### src/msa_pkg.sv
// package: codes, sequencer slots, timing and carrier structs for selective addressing
package msa_pkg;
  localparam int MSA_CHAR_W = 7;
  localparam logic [6:0] MSA_CODE_NULL = 7'h00;
  localparam logic [6:0] MSA_CODE_STX = 7'h02;
  localparam logic [6:0] MSA_CODE_ETX = 7'h03;
  localparam logic [6:0] MSA_CODE_EOT = 7'h04;
  localparam logic [6:0] MSA_CODE_ENQ = 7'h05;
  localparam logic [6:0] MSA_CODE_ACK = 7'h06;
  localparam logic [6:0] MSA_CODE_BELL = 7'h07;
  // sequencer slot positions inside the one-hot stage vector
  localparam int MSA_SLOT_T1 = 0;
  localparam int MSA_SLOT_T2 = 1;
  localparam int MSA_SLOT_T3 = 2;
  localparam int MSA_SLOT_T4 = 3;
  localparam int MSA_SEQ_STAGES = 4;
  localparam logic [3:0] MSA_SEQ_RESET = 4'h0;
  // shift period and its count of 10 ns cycles (rounded down, at least one)
  localparam int MSA_CLK_PERIOD_PS = 10000;
  localparam int MSA_SHIFT_PERIOD_PS = 1200000;
  localparam int MSA_SHIFT_CYCLES_RAW = MSA_SHIFT_PERIOD_PS / MSA_CLK_PERIOD_PS;
  localparam int MSA_SHIFT_CYCLES = (MSA_SHIFT_CYCLES_RAW < 1) ? 1 : MSA_SHIFT_CYCLES_RAW;
  // reset values of the state flags
  localparam logic MSA_MASTER_RST = 1'b0;
  localparam logic MSA_NETFREE_RST = 1'b0;
  localparam logic MSA_SELECTED_RST = 1'b0;
  localparam logic MSA_ADDR_MODE_RST = 1'b0;
  localparam logic MSA_XMIT1_RST = 1'b1;
  localparam logic MSA_XMIT2_RST = 1'b1;
  localparam logic MSA_RX_SEEN_RST = 1'b0;

  // character with its valid strobe
  typedef struct packed {
    logic valid;
    logic [6:0] code;
  } msa_char_s;

  // front panel and network status bundle
  typedef struct packed {
    logic master;
    logic network_free_flag;
    logic selected;
    logic selected_lamp;
    logic address_mode;
  } msa_status_s;
endpackage

### src/msa_selective_addressing.sv
// multipoint selective addressing: master, selection, ack substitution, transmit enable
// Overview of operation
// - keyboard EOT with nothing received since wake-up makes master, selected, line high
// - each received strobe starts four-slot sequencer, one shift per option clock
// - commands and addresses decoded only in slots t1 and t3, not at t2
// - at t2 network-free flag takes not-master; blocks later master attempt
// - unselected non-master, or address mode except ENQ: at t4 ack replaces char, strobe downstream
// - received EOT clears master, network-free, selected; sets address mode; acked
// - received NULL sets address mode and is replaced by ack
// - in address mode compare code with unique and group switch settings
// - group, unique or BELL match in address mode sets selected
// - matching address codes are replaced by ack and passed on at t4
// - broadcast and group slaves stay transmit disabled, line at zero
// - selected lamp lit only when selected and line is high
// - STX clears address mode; selected slave then sends no character or strobe downstream
// - unique match clears first transmit stage, line high if clear to send
// - ENQ clears second stage; it sets again at t2 of next character
// - when second stage sets at t2, first stage captures address mode
// - STX right after ENQ makes first stage capture cleared state, enabled
// - ETX sets address mode without deselecting; stages act as for ENQ
// - last unique slave stays enabled unless a dummy address follows
// - wake-up gives data mode, clears flags, sets both transmit stages
// - acknowledge substitute is code 006 octal
// - command codes use standard ascii values
// - zero level from other options on keystroke-inhibit line is overridden only by master
`timescale 1ns/1ps
module msa_selective_addressing #(
  parameter int SHIFT_CYCLES = msa_pkg::MSA_SHIFT_CYCLES
) (
  input wire logic i_clk, // system clock, 100 MHz
  input wire logic i_rst_n, // async reset, active low
  input wire logic i_wake_up, // power-on wake-up pulse, active high
  input wire msa_pkg::msa_char_s i_rx, // received char and received_char_valid
  input wire msa_pkg::msa_char_s i_kbd, // local keyboard code and strobe
  input wire logic [6:0] i_unique_address_switch, // unique address setting
  input wire logic [6:0] i_group_address_switch, // group address setting
  input wire logic i_clear_to_send, // modem interface clear to send
  input wire logic i_local, // terminal switched to local
  input wire logic i_line_other_zero, // other options pull the line to zero
  output msa_pkg::msa_char_s o_tx, // char and strobe to downstream options
  output logic o_receiver_output_enable, // uart output enable to logic board
  output logic o_keystroke_inhibit_line, // high level enables keyboard
  output msa_pkg::msa_status_s o_status // flags and lamps
);
  import msa_pkg::*;

  logic [3:0] slot;
  logic master;
  logic network_free_flag;
  logic selected;
  logic address_mode;
  logic xmit1;
  logic xmit2;
  logic rx_seen;
  logic [6:0] rx_code;
  logic decode_win;
  logic is_eot;
  logic is_null;
  logic is_stx;
  logic is_etx;
  logic is_enq;
  logic is_bell;
  logic unique_hit;
  logic group_hit;
  logic addr_hit;
  logic kbd_eot;
  logic take_master;
  logic substitute;
  logic next_line;
  logic hold_stage2;

  // timing sequencer for each received character
  msa_sequencer #(
    .SHIFT_CYCLES(SHIFT_CYCLES)
  ) u_seq (
    .i_clk(i_clk),
    .i_rst_n(i_rst_n),
    .i_start(i_rx.valid),
    .o_slot(slot)
  );

  // hold the received code for the whole sequence
  always_ff @(posedge i_clk or negedge i_rst_n) begin
    if (!i_rst_n) begin
      rx_code <= '0;
    end else if (i_rx.valid) begin
      rx_code <= i_rx.code;
    end
  end

  // decode window at slots t1 and t3 and function decoder
  assign decode_win = slot[MSA_SLOT_T1] | slot[MSA_SLOT_T3];
  assign is_eot = decode_win && (rx_code == MSA_CODE_EOT);
  assign is_null = decode_win && (rx_code == MSA_CODE_NULL);
  assign is_stx = decode_win && (rx_code == MSA_CODE_STX);
  assign is_etx = decode_win && (rx_code == MSA_CODE_ETX);
  assign is_enq = decode_win && (rx_code == MSA_CODE_ENQ);
  assign is_bell = (rx_code == MSA_CODE_BELL);

  // address comparators, only armed in address mode
  assign unique_hit = address_mode && (rx_code == i_unique_address_switch);
  assign group_hit = address_mode && (rx_code == i_group_address_switch);
  assign addr_hit = decode_win && (unique_hit || group_hit || (address_mode && is_bell));

  // ENQ or ETX in the sequence: stage 2 stays clear until the next character's t2
  assign hold_stage2 = (rx_code == MSA_CODE_ENQ) || (rx_code == MSA_CODE_ETX);

  // keyboard EOT gated by network-free and nothing received yet
  assign kbd_eot = i_kbd.valid && (i_kbd.code == MSA_CODE_EOT);
  assign take_master = kbd_eot && !network_free_flag && !rx_seen && !master;

  // record that a character arrived since wake-up
  always_ff @(posedge i_clk or negedge i_rst_n) begin
    if (!i_rst_n) begin
      rx_seen <= MSA_RX_SEEN_RST;
    end else if (i_wake_up) begin
      rx_seen <= MSA_RX_SEEN_RST;
    end else if (i_rx.valid) begin
      rx_seen <= 1'b1;
    end
  end

  // master flag
  always_ff @(posedge i_clk or negedge i_rst_n) begin
    if (!i_rst_n) begin
      master <= MSA_MASTER_RST;
    end else if (i_wake_up || is_eot) begin
      master <= 1'b0;
    end else if (take_master) begin
      master <= 1'b1;
    end
  end

  // network-free flag (set means network taken, lamp off)
  always_ff @(posedge i_clk or negedge i_rst_n) begin
    if (!i_rst_n) begin
      network_free_flag <= MSA_NETFREE_RST;
    end else if (i_wake_up || is_eot) begin
      network_free_flag <= 1'b0;
    end else if (slot[MSA_SLOT_T2]) begin
      network_free_flag <= !master;
    end
  end

  // selected flag
  always_ff @(posedge i_clk or negedge i_rst_n) begin
    if (!i_rst_n) begin
      selected <= MSA_SELECTED_RST;
    end else if (i_wake_up || is_eot) begin
      selected <= 1'b0;
    end else if (take_master || addr_hit) begin
      selected <= 1'b1;
    end
  end

  // address mode flag; EOT, NULL, ETX set, STX clears
  always_ff @(posedge i_clk or negedge i_rst_n) begin
    if (!i_rst_n) begin
      address_mode <= MSA_ADDR_MODE_RST;
    end else if (i_wake_up) begin
      address_mode <= 1'b0;
    end else if (is_eot || is_null || is_etx) begin
      address_mode <= 1'b1;
    end else if (is_stx) begin
      address_mode <= 1'b0;
    end
  end

  // second transmit stage: ENQ or ETX clear, set again at next t2
  always_ff @(posedge i_clk or negedge i_rst_n) begin
    if (!i_rst_n) begin
      xmit2 <= MSA_XMIT2_RST;
    end else if (i_wake_up) begin
      xmit2 <= 1'b1;
    end else if (is_enq || is_etx) begin
      xmit2 <= 1'b0;
    end else if (slot[MSA_SLOT_T2] && !xmit2 && !hold_stage2) begin
      xmit2 <= 1'b1;
    end
  end

  // first transmit stage: unique clears, captures address mode on stage 2 set
  always_ff @(posedge i_clk or negedge i_rst_n) begin
    if (!i_rst_n) begin
      xmit1 <= MSA_XMIT1_RST;
    end else if (i_wake_up) begin
      xmit1 <= 1'b1;
    end else if (decode_win && unique_hit) begin
      xmit1 <= 1'b0;
    end else if (slot[MSA_SLOT_T2] && !xmit2 && !hold_stage2) begin
      xmit1 <= address_mode;
    end
  end

  // substitute when unselected non-master, or in address mode except ENQ
  assign substitute = (!master && !selected) || (address_mode && rx_code != MSA_CODE_ENQ);

  // downstream character, strobe and uart enable at t4
  always_ff @(posedge i_clk or negedge i_rst_n) begin
    if (!i_rst_n) begin
      o_tx <= '0;
      o_receiver_output_enable <= 1'b1;
    end else if (slot[MSA_SLOT_T4] && substitute) begin
      o_tx.valid <= 1'b1;
      o_tx.code <= MSA_CODE_ACK;
      o_receiver_output_enable <= 1'b0;
    end else begin
      o_tx.valid <= 1'b0;
      o_tx.code <= '0;
      o_receiver_output_enable <= 1'b1;
    end
  end

  // keystroke-inhibit line level: high only for master, local, or enabled unique slave
  always_comb begin
    if (i_local || master) begin
      next_line = !i_line_other_zero || master;
    end else if (!xmit1) begin
      next_line = i_clear_to_send && !i_line_other_zero;
    end else begin
      next_line = 1'b0;
    end
  end

  // registered line and status outputs
  always_ff @(posedge i_clk or negedge i_rst_n) begin
    if (!i_rst_n) begin
      o_keystroke_inhibit_line <= 1'b0;
      o_status <= '0;
    end else begin
      o_keystroke_inhibit_line <= next_line;
      o_status.master <= master;
      o_status.network_free_flag <= network_free_flag;
      o_status.selected <= selected;
      o_status.selected_lamp <= selected && next_line;
      o_status.address_mode <= address_mode;
    end
  end
endmodule // msa_selective_addressing

### src/msa_sequencer.sv
// four-stage one-hot timing sequencer stepping at the option clock rate
`timescale 1ns/1ps
module msa_sequencer #(
  parameter int SHIFT_CYCLES = msa_pkg::MSA_SHIFT_CYCLES
) (
  input wire logic i_clk, // system clock
  input wire logic i_rst_n, // async reset, active low
  input wire logic i_start, // received character valid
  output logic [3:0] o_slot // one-hot slots t1..t4, pulse per stage
);
  import msa_pkg::*;

  localparam int CNT_W = (SHIFT_CYCLES > 1) ? $clog2(SHIFT_CYCLES) : 1;
  localparam logic [CNT_W-1:0] CNT_LAST = CNT_W'(SHIFT_CYCLES - 1);

  logic [3:0] stage;
  logic [CNT_W-1:0] div;
  logic tick;
  logic running;

  // option clock tick and running condition
  assign tick = (div == CNT_LAST);
  assign running = |stage;

  // option clock divider, restarted by each strobe
  always_ff @(posedge i_clk or negedge i_rst_n) begin
    if (!i_rst_n) begin
      div <= '0;
    end else if (i_start || !running || tick) begin
      div <= '0;
    end else begin
      div <= div + CNT_W'(1);
    end
  end

  // stage register: load t1, then shift once per tick, drop out after t4
  always_ff @(posedge i_clk or negedge i_rst_n) begin
    if (!i_rst_n) begin
      stage <= MSA_SEQ_RESET;
    end else if (i_start) begin
      stage <= 4'h1;
    end else if (tick) begin
      stage <= {stage[2:0], 1'b0};
    end
  end

  // each slot pulses for one cycle at the start of its stage
  logic [3:0] stage_d;
  always_ff @(posedge i_clk or negedge i_rst_n) begin
    if (!i_rst_n) begin
      stage_d <= MSA_SEQ_RESET;
    end else begin
      stage_d <= stage;
    end
  end
  assign o_slot = stage & ~stage_d;
endmodule // msa_sequencer

### config.mk
export PLATFORM = sky130hd
export DESIGN_NAME = msa_selective_addressing
export DESIGN_NICKNAME = d
export VERILOG_FILES = /design/src/msa_pkg.sv /design/src/msa_selective_addressing.sv /design/src/msa_sequencer.sv
export SDC_FILE = /design/constraint.sdc
export NUM_CORES = 1
export LEC_CHECK = 0
export ABC_AREA = 1
export BUFFER_PORTS_ARGS = -buffer_cell sky130_fd_sc_hd__buf_2
export CORE_ASPECT_RATIO = 1.2
export CORE_MARGIN = 1
export CORE_UTILIZATION = 40
export CTS_BUF_LIST = sky130_fd_sc_hd__clkbuf_4 sky130_fd_sc_hd__clkbuf_8
export DETAILED_ROUTE_END_ITERATION = 12
export GPL_ROUTABILITY_DRIVEN = 0
export PLACE_DENSITY = 0.66
export SYNTH_ARGS = -nofsm -noshare
export SYNTH_HDL_FRONTEND = slang
export SYNTH_SLANG_ARGS = --single-unit
### constraint.sdc
create_clock -name i_clk -period 1.15 [get_ports i_clk]
set_input_delay 0.115 -clock i_clk [delete_from_list [all_inputs] [get_ports i_clk]]
set_output_delay 0.115 -clock i_clk [all_outputs]
set_load 0.01 [all_outputs]
=== Word-level counts from Yosys, hierarchy flattened ===
Cells that the tools add are included.

* Flip-flop bits (word level): 44
* Word-level logic and storage cells: 110

* $add $sub $neg: 1
* Equal/unequal tests: 10
* Muxes and demuxes: 24
* Bitwise logic cells: 3
* Reduce and logical (&&, ||, !) cells: 52

{| class="wikitable"
|+ Operator list
! cell !! number
|-
| equality test 7 x 3 -> 1 bit, second input constant || 4
|-
| logical AND 1 bit || 21
|-
| two-way mux 1 bit || 20
|-
| equality test 7 x 2 -> 1 bit, second input constant || 2
|-
| equality test 7 bit || 2
|-
| logical OR 1 bit || 13
|-
| nonzero test 2 bit || 5
|-
| nonzero test 3 bit || 3
|-
| zero test 1 bit || 8
|-
| two-way mux 4 bit || 2
|-
| two-way mux 8 bit || 1
|-
| adder 7 x 1 -> 7 bit, second input constant || 1
|-
| equality test 7 bit, second input constant || 1
|-
| zero test 7 bit || 1
|-
| two-way mux 7 bit || 1
|-
| inequality test 7 x 3 -> 1 bit, second input constant || 1
|-
| bitwise AND 4 bit || 1
|-
| NOT 4 bit || 1
|-
| OR reduction 4 bit || 1
|-
| bitwise OR 1 bit || 1
|}

=== Logic depth before layout (Yosys ltp) ===
Gate-level depths: netlist of the first run.

* Depth in word-level cells: 8
* Depth in mapped cells: 9

=== Cells and area by module ===
Synthesis of the first run repeated with hierarchy kept, for this count alone.

* Cells, all modules: 280
* Area total of the unflattened synthesis: 1996.9 µm²

{| class="wikitable"
|+ By module, submodules not included
! module !! times used !! cells an instance !! area an instance (µm²)
|-
| msa_selective_addressing || 1 || 208 || 1335.0
|-
| msa_sequencer || 1 || 72 || 661.9
|}

=== Worst setup path after synthesis of the first run ===
No wires, ideal clock.

* Kind: reg2reg
* Start point: register u_seq.div[0]
* End point: register u_seq.div[2]
* Library setup time: 118 ps
* Arrival time: 1147 ps
* Required time: 1032 ps
* Slack: -115 ps
* Cell stages (with the launch flop): 7
* Path buffers: 0
* Clock period less this slack: 1265 ps
* Path through: dfrtp_1 > ha_1 > nand2_2 > nor4_4 > nor2_2 > nand2_4 > nor3_1

* Word-level cells in the longest chain between the ends: 3
* Elaborated cells between the ends (all ways): 4

{| class="wikitable"
|+ Ends and longest elaborated chain
! element !! RTL line !! source
|-
| start: declaration || msa_sequencer.sv:17 || <nowiki>logic [CNT_W-1:0] div;</nowiki>
|-
| start signal: assignment || msa_sequencer.sv:32 || <nowiki>div <= div + CNT_W'(1);</nowiki>
|-
| branches (longest 2 deep; another with adder 7 x 1 -> 7 bit) || n/a ||
|-
| two-way mux 7 bit (*) || msa_sequencer.sv:29 || <nowiki>end else if (i_start || !running || tick) begin</nowiki>
|}

Every way passes the cells marked *.
A chain may end at the register's enable or synchronous reset.

=== Worst setup path in the final report of the first run ===
* Start point: register u_seq.div[0]
* End point: register u_seq.div[6]

The elaborated chain is that of the path after synthesis.

==> results of run 1 <==
metrics by stage:
| step | setup WS, ps | setup TNS, ps | cells | utilization, % | instance area, µm² |
|---|---|---|---|---|---|
| after CTS | -101 | -1010 | 369 | 56.0 | 2460 |
| after global routing | -189 | -2470 | 369 | 56.6 | 2480 |
| after detailed placement | -133 | -1160 | 357 | 51.7 | 2270 |
| after global placement | -50.9 | -390 | 357 | 51.7 | 2270 |
| after floorplan | -54.7 | -443 | 248 | - | 1900 |
| final | -106 | -775 | 369 | 56.6 | 2480 |
area by class of cell:
cell class,instances,share of cell area (%)
clock buffers,7,3.88
inverters,39,5.99
repair buffers,65,16.1
multi-input cells,164,33.4
clock inverters,1,0.352
flip-flops and latches,37,37.5
well taps,56,2.82
power groups by stage:
stage          clock [µW]  sequential (µW)  combinational [µW]
5_1_grt              1110             1380                 474
6_report             1030             1370                 412
2_1_floorplan           0             1390                 192
3_5_place_dp            0             1390                 370
4_1_cts              1070             1370                 407
3_3_place_gp            0             1390                 366
what timing repair did:
item | 4_1_cts | 5_1_grt
hold endpoints to repair | 35 | 0
resized for setup | 19 | 9
hold buffers | 2 | 0
buffers inserted | 2 | 0
endpoints found under the setup margin | 19 | 19
pin swaps | 16 | 14
gates cloned | 0 | 0
cells by family after synthesis:
kind of cell             Yosys count  synth area share (%)
AND/OR/NAND/NOR                  134                  31.5
buffers and inverters             47                  10.8
flip-flops                        37                  49.4
AO/OA/AOI/OAI                     21                  6.06
XOR/XNOR                           3                  1.40
adder cells (fa/ha/maj)            1                 0.665
other                              1                 0.199
Yosys cell counts, types with 2 or more instances:
cell type,n
nor2_1,30
inv_1,36
nand3_2,2
dfrtp_1,34
inv_2,3
o21ai_1,2
nor2_2,4
nand4_1,2
buf_4,7
nand2_2,3
nand3_1,11
xor2_1,2
nand2_1,75
a21oi_1,6
o21ai_0,10
dfstp_2,3
worst paths after layout:
kind                            cells past startpoint  slack [ps]                                 end              startpoint
worst min register to register                      0         390               o_status[2]$_DFF_PN0_    selected$_DFFE_PN0P_
worst max register to register                      7        -110              u_seq.div[6]$_DFF_PN0_  u_seq.div[0]$_DFF_PN0_
worst min-delay path                                3          30              rx_code[3]$_DFFE_PN0P_                 i_rx[3]
max in group asynchronous                           3         580  o_receiver_output_enable$_DFF_PN1_                 i_rst_n
worst max-delay path                                7        -110              u_seq.div[6]$_DFF_PN0_  u_seq.div[0]$_DFF_PN0_
min in group asynchronous                           3         320              rx_code[4]$_DFFE_PN0P_                 i_rst_n
sequential cells by signal, indices dropped and copies added, names as in the netlist, 4 cells and up:
register and cells:
u_seq.div 7, rx_code 7, u_seq.stage_d 4, u_seq.stage 4, o_status 5
critical path, stage by stage (launching register included):
cell and delay, ps:
dfrtp_1 360, ha_2 190, nand2_2 70, inv_1 100
nand2_2 70, nor2_2 120, xor2_1 160, nor2_1 70
routing by layer:
| layer | vias to the layer above | track usage, % | share of wire, % |
|---|---|---|---|
| met5 | - | 0 | 0 |
| li1 | 872 | - | - |
| met4 | 0 | 6.67 | 1.7 |
| met1 | 750 | 19.3 | 43 |
| met2 | 29 | 32.8 | 52 |
| met3 | 9 | 4.32 | 2.9 |
==> impl_metrics.yaml, run 1 <==
layout:
  drive_gt1_share_pct: 35.8
  multi_input_area_um2: 830
  ff_latch_area_um2: 931
  num_antenna_cells: 0
  synthToLayoutAreaGrowth_pct: 32.1
  final_cell_mix: "nand2_1, buf_2, dfrtp_1"
  nFillCells: 415
  final_common_cell: "nand2_1"
  nets: 349
power_and_ir_drop:
  total_power_uw: 2810
  p_leak_uw: 0.00135
  power_density_nw_per_um2: 1130
  clkPwrFrac_pct: 36.5
  swShare_pct: 26.2
  pwr-share-seq_pct: 48.8
  switching_power_uw: 738
  ir_worst_vdd_mv: 0.735
  p_int_uw: 2080
  combPwrFrac_pct: 14.7
timing:
  timing_max_transition_violations_final: 0
  fin_ws_ps: -106
  setup_violations: 16
  skew_ps: 2.17
  rsz0062_at_grt: "true"
  fin_crit_sh_pct: 109
  min_period_ps: 1260
  fmax_mhz: 796
  hold_violations: 0
  worst_hold_slack_ps: 32.6
floorplanning:
  die_y_um: 77.1
  design.core.area_um2: 4390
  ios: 51
  chipWidth_um: 64.6
  die_area_um2: 4980
  initial_utilization_pct: 42.8
  rows: 26
synthesis:
  syn-cell-area_um2: 1880
  avgSynthCellArea_um2: 7.71
  syn_inst: 244
  synth_top_area_share_pct: 45.2
  synth_edf_count: 0
  ys_async_sr_fraction_pct: 100
  yosys_warnings: 0
  ys.flop_type: "dfrtp_1"
  yosys.area.top_type: "dfrtp_1"
  synth_seq_cells: 37
  ys_top_cells_by_area: "dfrtp_1, nand2_1, inv_1"
  synth_cell_types: 30
  yosysSeqAreaShare_pct: 49.4
detailed_routing:
  wl_mm: 3.98
  first_iter_violations: 45
  first_pass_iters: 4
  via_per_inst: 4.50
  post-route-drc-count: 0
  ant_nets: 0
  vias: 1660
  wl_per_cell_um: 10.8
run_status:
  status: "finished, violations left"
  violations: "setup timing"
global_routing:
  gr-total-overflow: 0
  grt_pass1_vias: 1622
  antenna_found_initial: 0
  grt_pass1_wl_mm: 6.85
  grt_usage_pct: 17.9
  grt_max_degree: 38
worst_setup_path:
  worstPathMaxFanout: 2
  cp-start-kind: "register"
  cp.required_ps: 1330
  arrival_ps: 1430
  crit_path_end_kind: "register"
  crit_type: "register to register"
clocking:
  cts_inserted_buffers: 5
  clockBufferDepth: 2
  clkSinkCount: 37
  clk_latency_ps: 290
  cts_tree: "built"
  cts_max_level: 2
  clkTransAtPathRegs_ps: 70
  clock-root-buffer: "clkbuf_8"
run:
  maxCapViolations: 0
placed_design:
  dp_hpwl_mm: 2.96
  io_buffers: 45
hold_path:
  hold_path.class: "input pin to register"
(Power assumes the default switching activity.)
==> run 2, diff against run 1 <==
--- a/config.mk
+++ b/config.mk
@@ -9,11 +9,11 @@
 export BUFFER_PORTS_ARGS = -buffer_cell sky130_fd_sc_hd__buf_2
 export CORE_ASPECT_RATIO = 1.2
 export CORE_MARGIN = 1
-export CORE_UTILIZATION = 40
+export CORE_UTILIZATION = 25
 export CTS_BUF_LIST = sky130_fd_sc_hd__clkbuf_4 sky130_fd_sc_hd__clkbuf_8
 export DETAILED_ROUTE_END_ITERATION = 12
 export GPL_ROUTABILITY_DRIVEN = 0
-export PLACE_DENSITY = 0.66
+export RECOVER_POWER = 25
 export SYNTH_ARGS = -nofsm -noshare
 export SYNTH_HDL_FRONTEND = slang
 export SYNTH_SLANG_ARGS = --single-unit
==> run 2 against run 1 <==
  * The flow still finishes with violations (setup timing)
  * Global-route usage decreased by 6.3 points
  * Clock skew is 5.9 ps higher
  * Die area up 58%
  * Via count grew 1.6%
  * Sequential power is essentially flat
  * Combinational power rose by 4.9%
  * Clock power is 11% higher
  * Critical endpoint is now u_seq.stage[3]$_DFFE_PN0P_
==> impl_metrics.yaml, run 2 (synthesized netlist as in run 1, its figures left out) <==
run_status:
  violations: "setup timing"
  status: "finished, violations left"
floorplanning:
  chipWidth_um: 81.2
  initial_utilization_pct: 25.9
  rows: 34
  ios: 51
  design.core.area_um2: 7270
  die_y_um: 97.0
  die_area_um2: 7870
run:
  maxCapViolations: 0
worst_setup_path:
  crit_buf_inv: 1
  crit_chain: "ha_2, nand2_2, nor4_4, buf_4, o21ai_2, a21oi_1"
  worstPathMaxFanout: 3
  crit_path_end_kind: "register"
  critical_path.max_stage_delay_ps: 350
  crit_type: "register to register"
  cp.required_ps: 1370
  cp-start-kind: "register"
  arrival_ps: 1450
  slowest_stage: "dfrtp_1"
  cp_top_family: "flip-flops"
detailed_routing:
  vias: 1687
  post-route-drc-count: 0
  ant_nets: 0
  first_pass_iters: 4
  via_per_inst: 4.11
  wl_per_cell_um: 10.2
  first_iter_violations: 65
  wl_mm: 4.16
power_and_ir_drop:
  combPwrFrac_pct: 14.7
  p_leak_uw: 0.00139
  swShare_pct: 25.8
  power_density_nw_per_um2: 1130
  clkPwrFrac_pct: 38.7
  ir_worst_vdd_mv: 0.493
  switching_power_uw: 760
  pwr-share-seq_pct: 46.6
  p_int_uw: 2180
clocking:
  cts_inserted_buffers: 5
  cts_max_level: 2
  clockBufferDepth: 2
  clk_latency_ps: 290
  clkTransAtPathRegs_ps: 80
  clock-root-buffer: "clkbuf_8"
  cts_tree: "built"
  clkSinkCount: 37
timing:
  fmax_mhz: 815
  timing_max_transition_violations_final: 0
  skew_ps: 8.10
  fin_ws_ps: -77.4
  setup_violations: 15
  tightestPinTransition_ps: 715
  min_period_ps: 1230
  hold_violations: 0
  fin_crit_sh_pct: 107
  rsz0062_at_grt: "true"
  slew_headroom_pct: 52.3
global_routing:
  gr-total-overflow: 0
  grt_pass1_vias: 1606
  grt_max_degree: 20
  antenna_found_initial: 0
  grt_usage_pct: 11.6
  grt_pass1_wl_mm: 7.04
layout:
  fin_util_pct: 35.8
  top_regs: "rx_code (7), u_seq.div (7), o_status (5)"
  final_common_cell: "nand2_1"
  num_antenna_cells: 0
  nets: 356
  final_cell_mix: "nand2_1, buf_2, dfrtp_1"
  synthToLayoutAreaGrowth_pct: 38.5
  drive_gt1_share_pct: 36.6
placed_design:
  io_buffers: 45
  place_ws_ps: -119
  dp_hpwl_mm: 3.20
hold_path:
  hold_path.class: "input pin to register"
==> run 2: cell count changes in the layout (fill, tap and decap cells not counted), sizes merged <==
cell / change
buf: +5
bufinv: +1
clkinv: +1
==> run 2: final timing paths <==
path	start	end	slack (ps)	cells past startpoint
min	i_rx[3]	rx_code[3]$_DFFE_PN0P_	30	3
max reg2reg	u_seq.div[1]$_DFF_PN0_	u_seq.stage[3]$_DFFE_PN0P_	-80	6
max	u_seq.div[1]$_DFF_PN0_	u_seq.stage[3]$_DFFE_PN0P_	-80	6
min in group asynchronous	i_rst_n	o_status[0]$_DFF_PN0_	390	2
min reg2reg	selected$_DFFE_PN0P_	o_status[2]$_DFF_PN0_	380	0
max in group asynchronous	i_rst_n	xmit2$_DFFE_PN1P_	90	3
==> run 2: final cells by class <==
| class | instances | area (µm²) |
|---|---|---|
| Tap cell | 90 | 113 |
| Clock inverter | 3 | 43.8 |
| Sequential cell | 37 | 931 |
| Inverter | 39 | 146 |
| Timing Repair Buffer | 72 | 448 |
| Clock buffer | 5 | 68.8 |
| Multi-Input combinational cell | 164 | 853 |
| Fill cell | 744 | 4670 |
==> run 2: layer usage <==
metal | global-route usage (%) | up-vias | share of wire, %
met2 | 20.2 | 39 | 53
li1 | - | 880 | -
met1 | 13.6 | 763 | 41
met5 | 0 | - | 0
met3 | 2.83 | 5 | 5.1
met4 | 3.71 | 0 | 1.2
==> run 2: power groups by stage <==
stage	logic (µW)	registers [µW]	clock network, µW
after floorplan	192	1390	0
after global placement	386	1390	0
after detailed placement	390	1390	0
after CTS	427	1370	1160
after global routing	489	1380	1220
final	432	1370	1140
==> run 2: tightest hold or removal path: stages <==
cell and delay, ps:
buf_2 70, nand2_1 40, o21ai_0 50
==> run 2: metrics by stage <==
step           cells  cell area (µm²)  hold WS [ps]  setup TNS [ps]  total power (µW)
2_1_floorplan    248             1900          -181            -443              1590
3_3_place_gp     397             2360          19.0            -345              1780
3_5_place_dp     397             2360          17.3            -937              1780
4_1_cts          410             2570          29.8            -689              2960
5_1_grt          410             2600          42.1           -2810              3090
6_report         410             2600          30.7            -662              2940
==> run 2: what timing repair did <==
action / CTS / global route
gates resized for setup: 20 / 11
buffers inserted: 3 / 0
cloned: 0 / 0
pin swaps: 9 / 6
endpoints found under the hold margin: 30 / 0
hold buffers: 2 / 0
setup endpoints to repair: 19 / 19
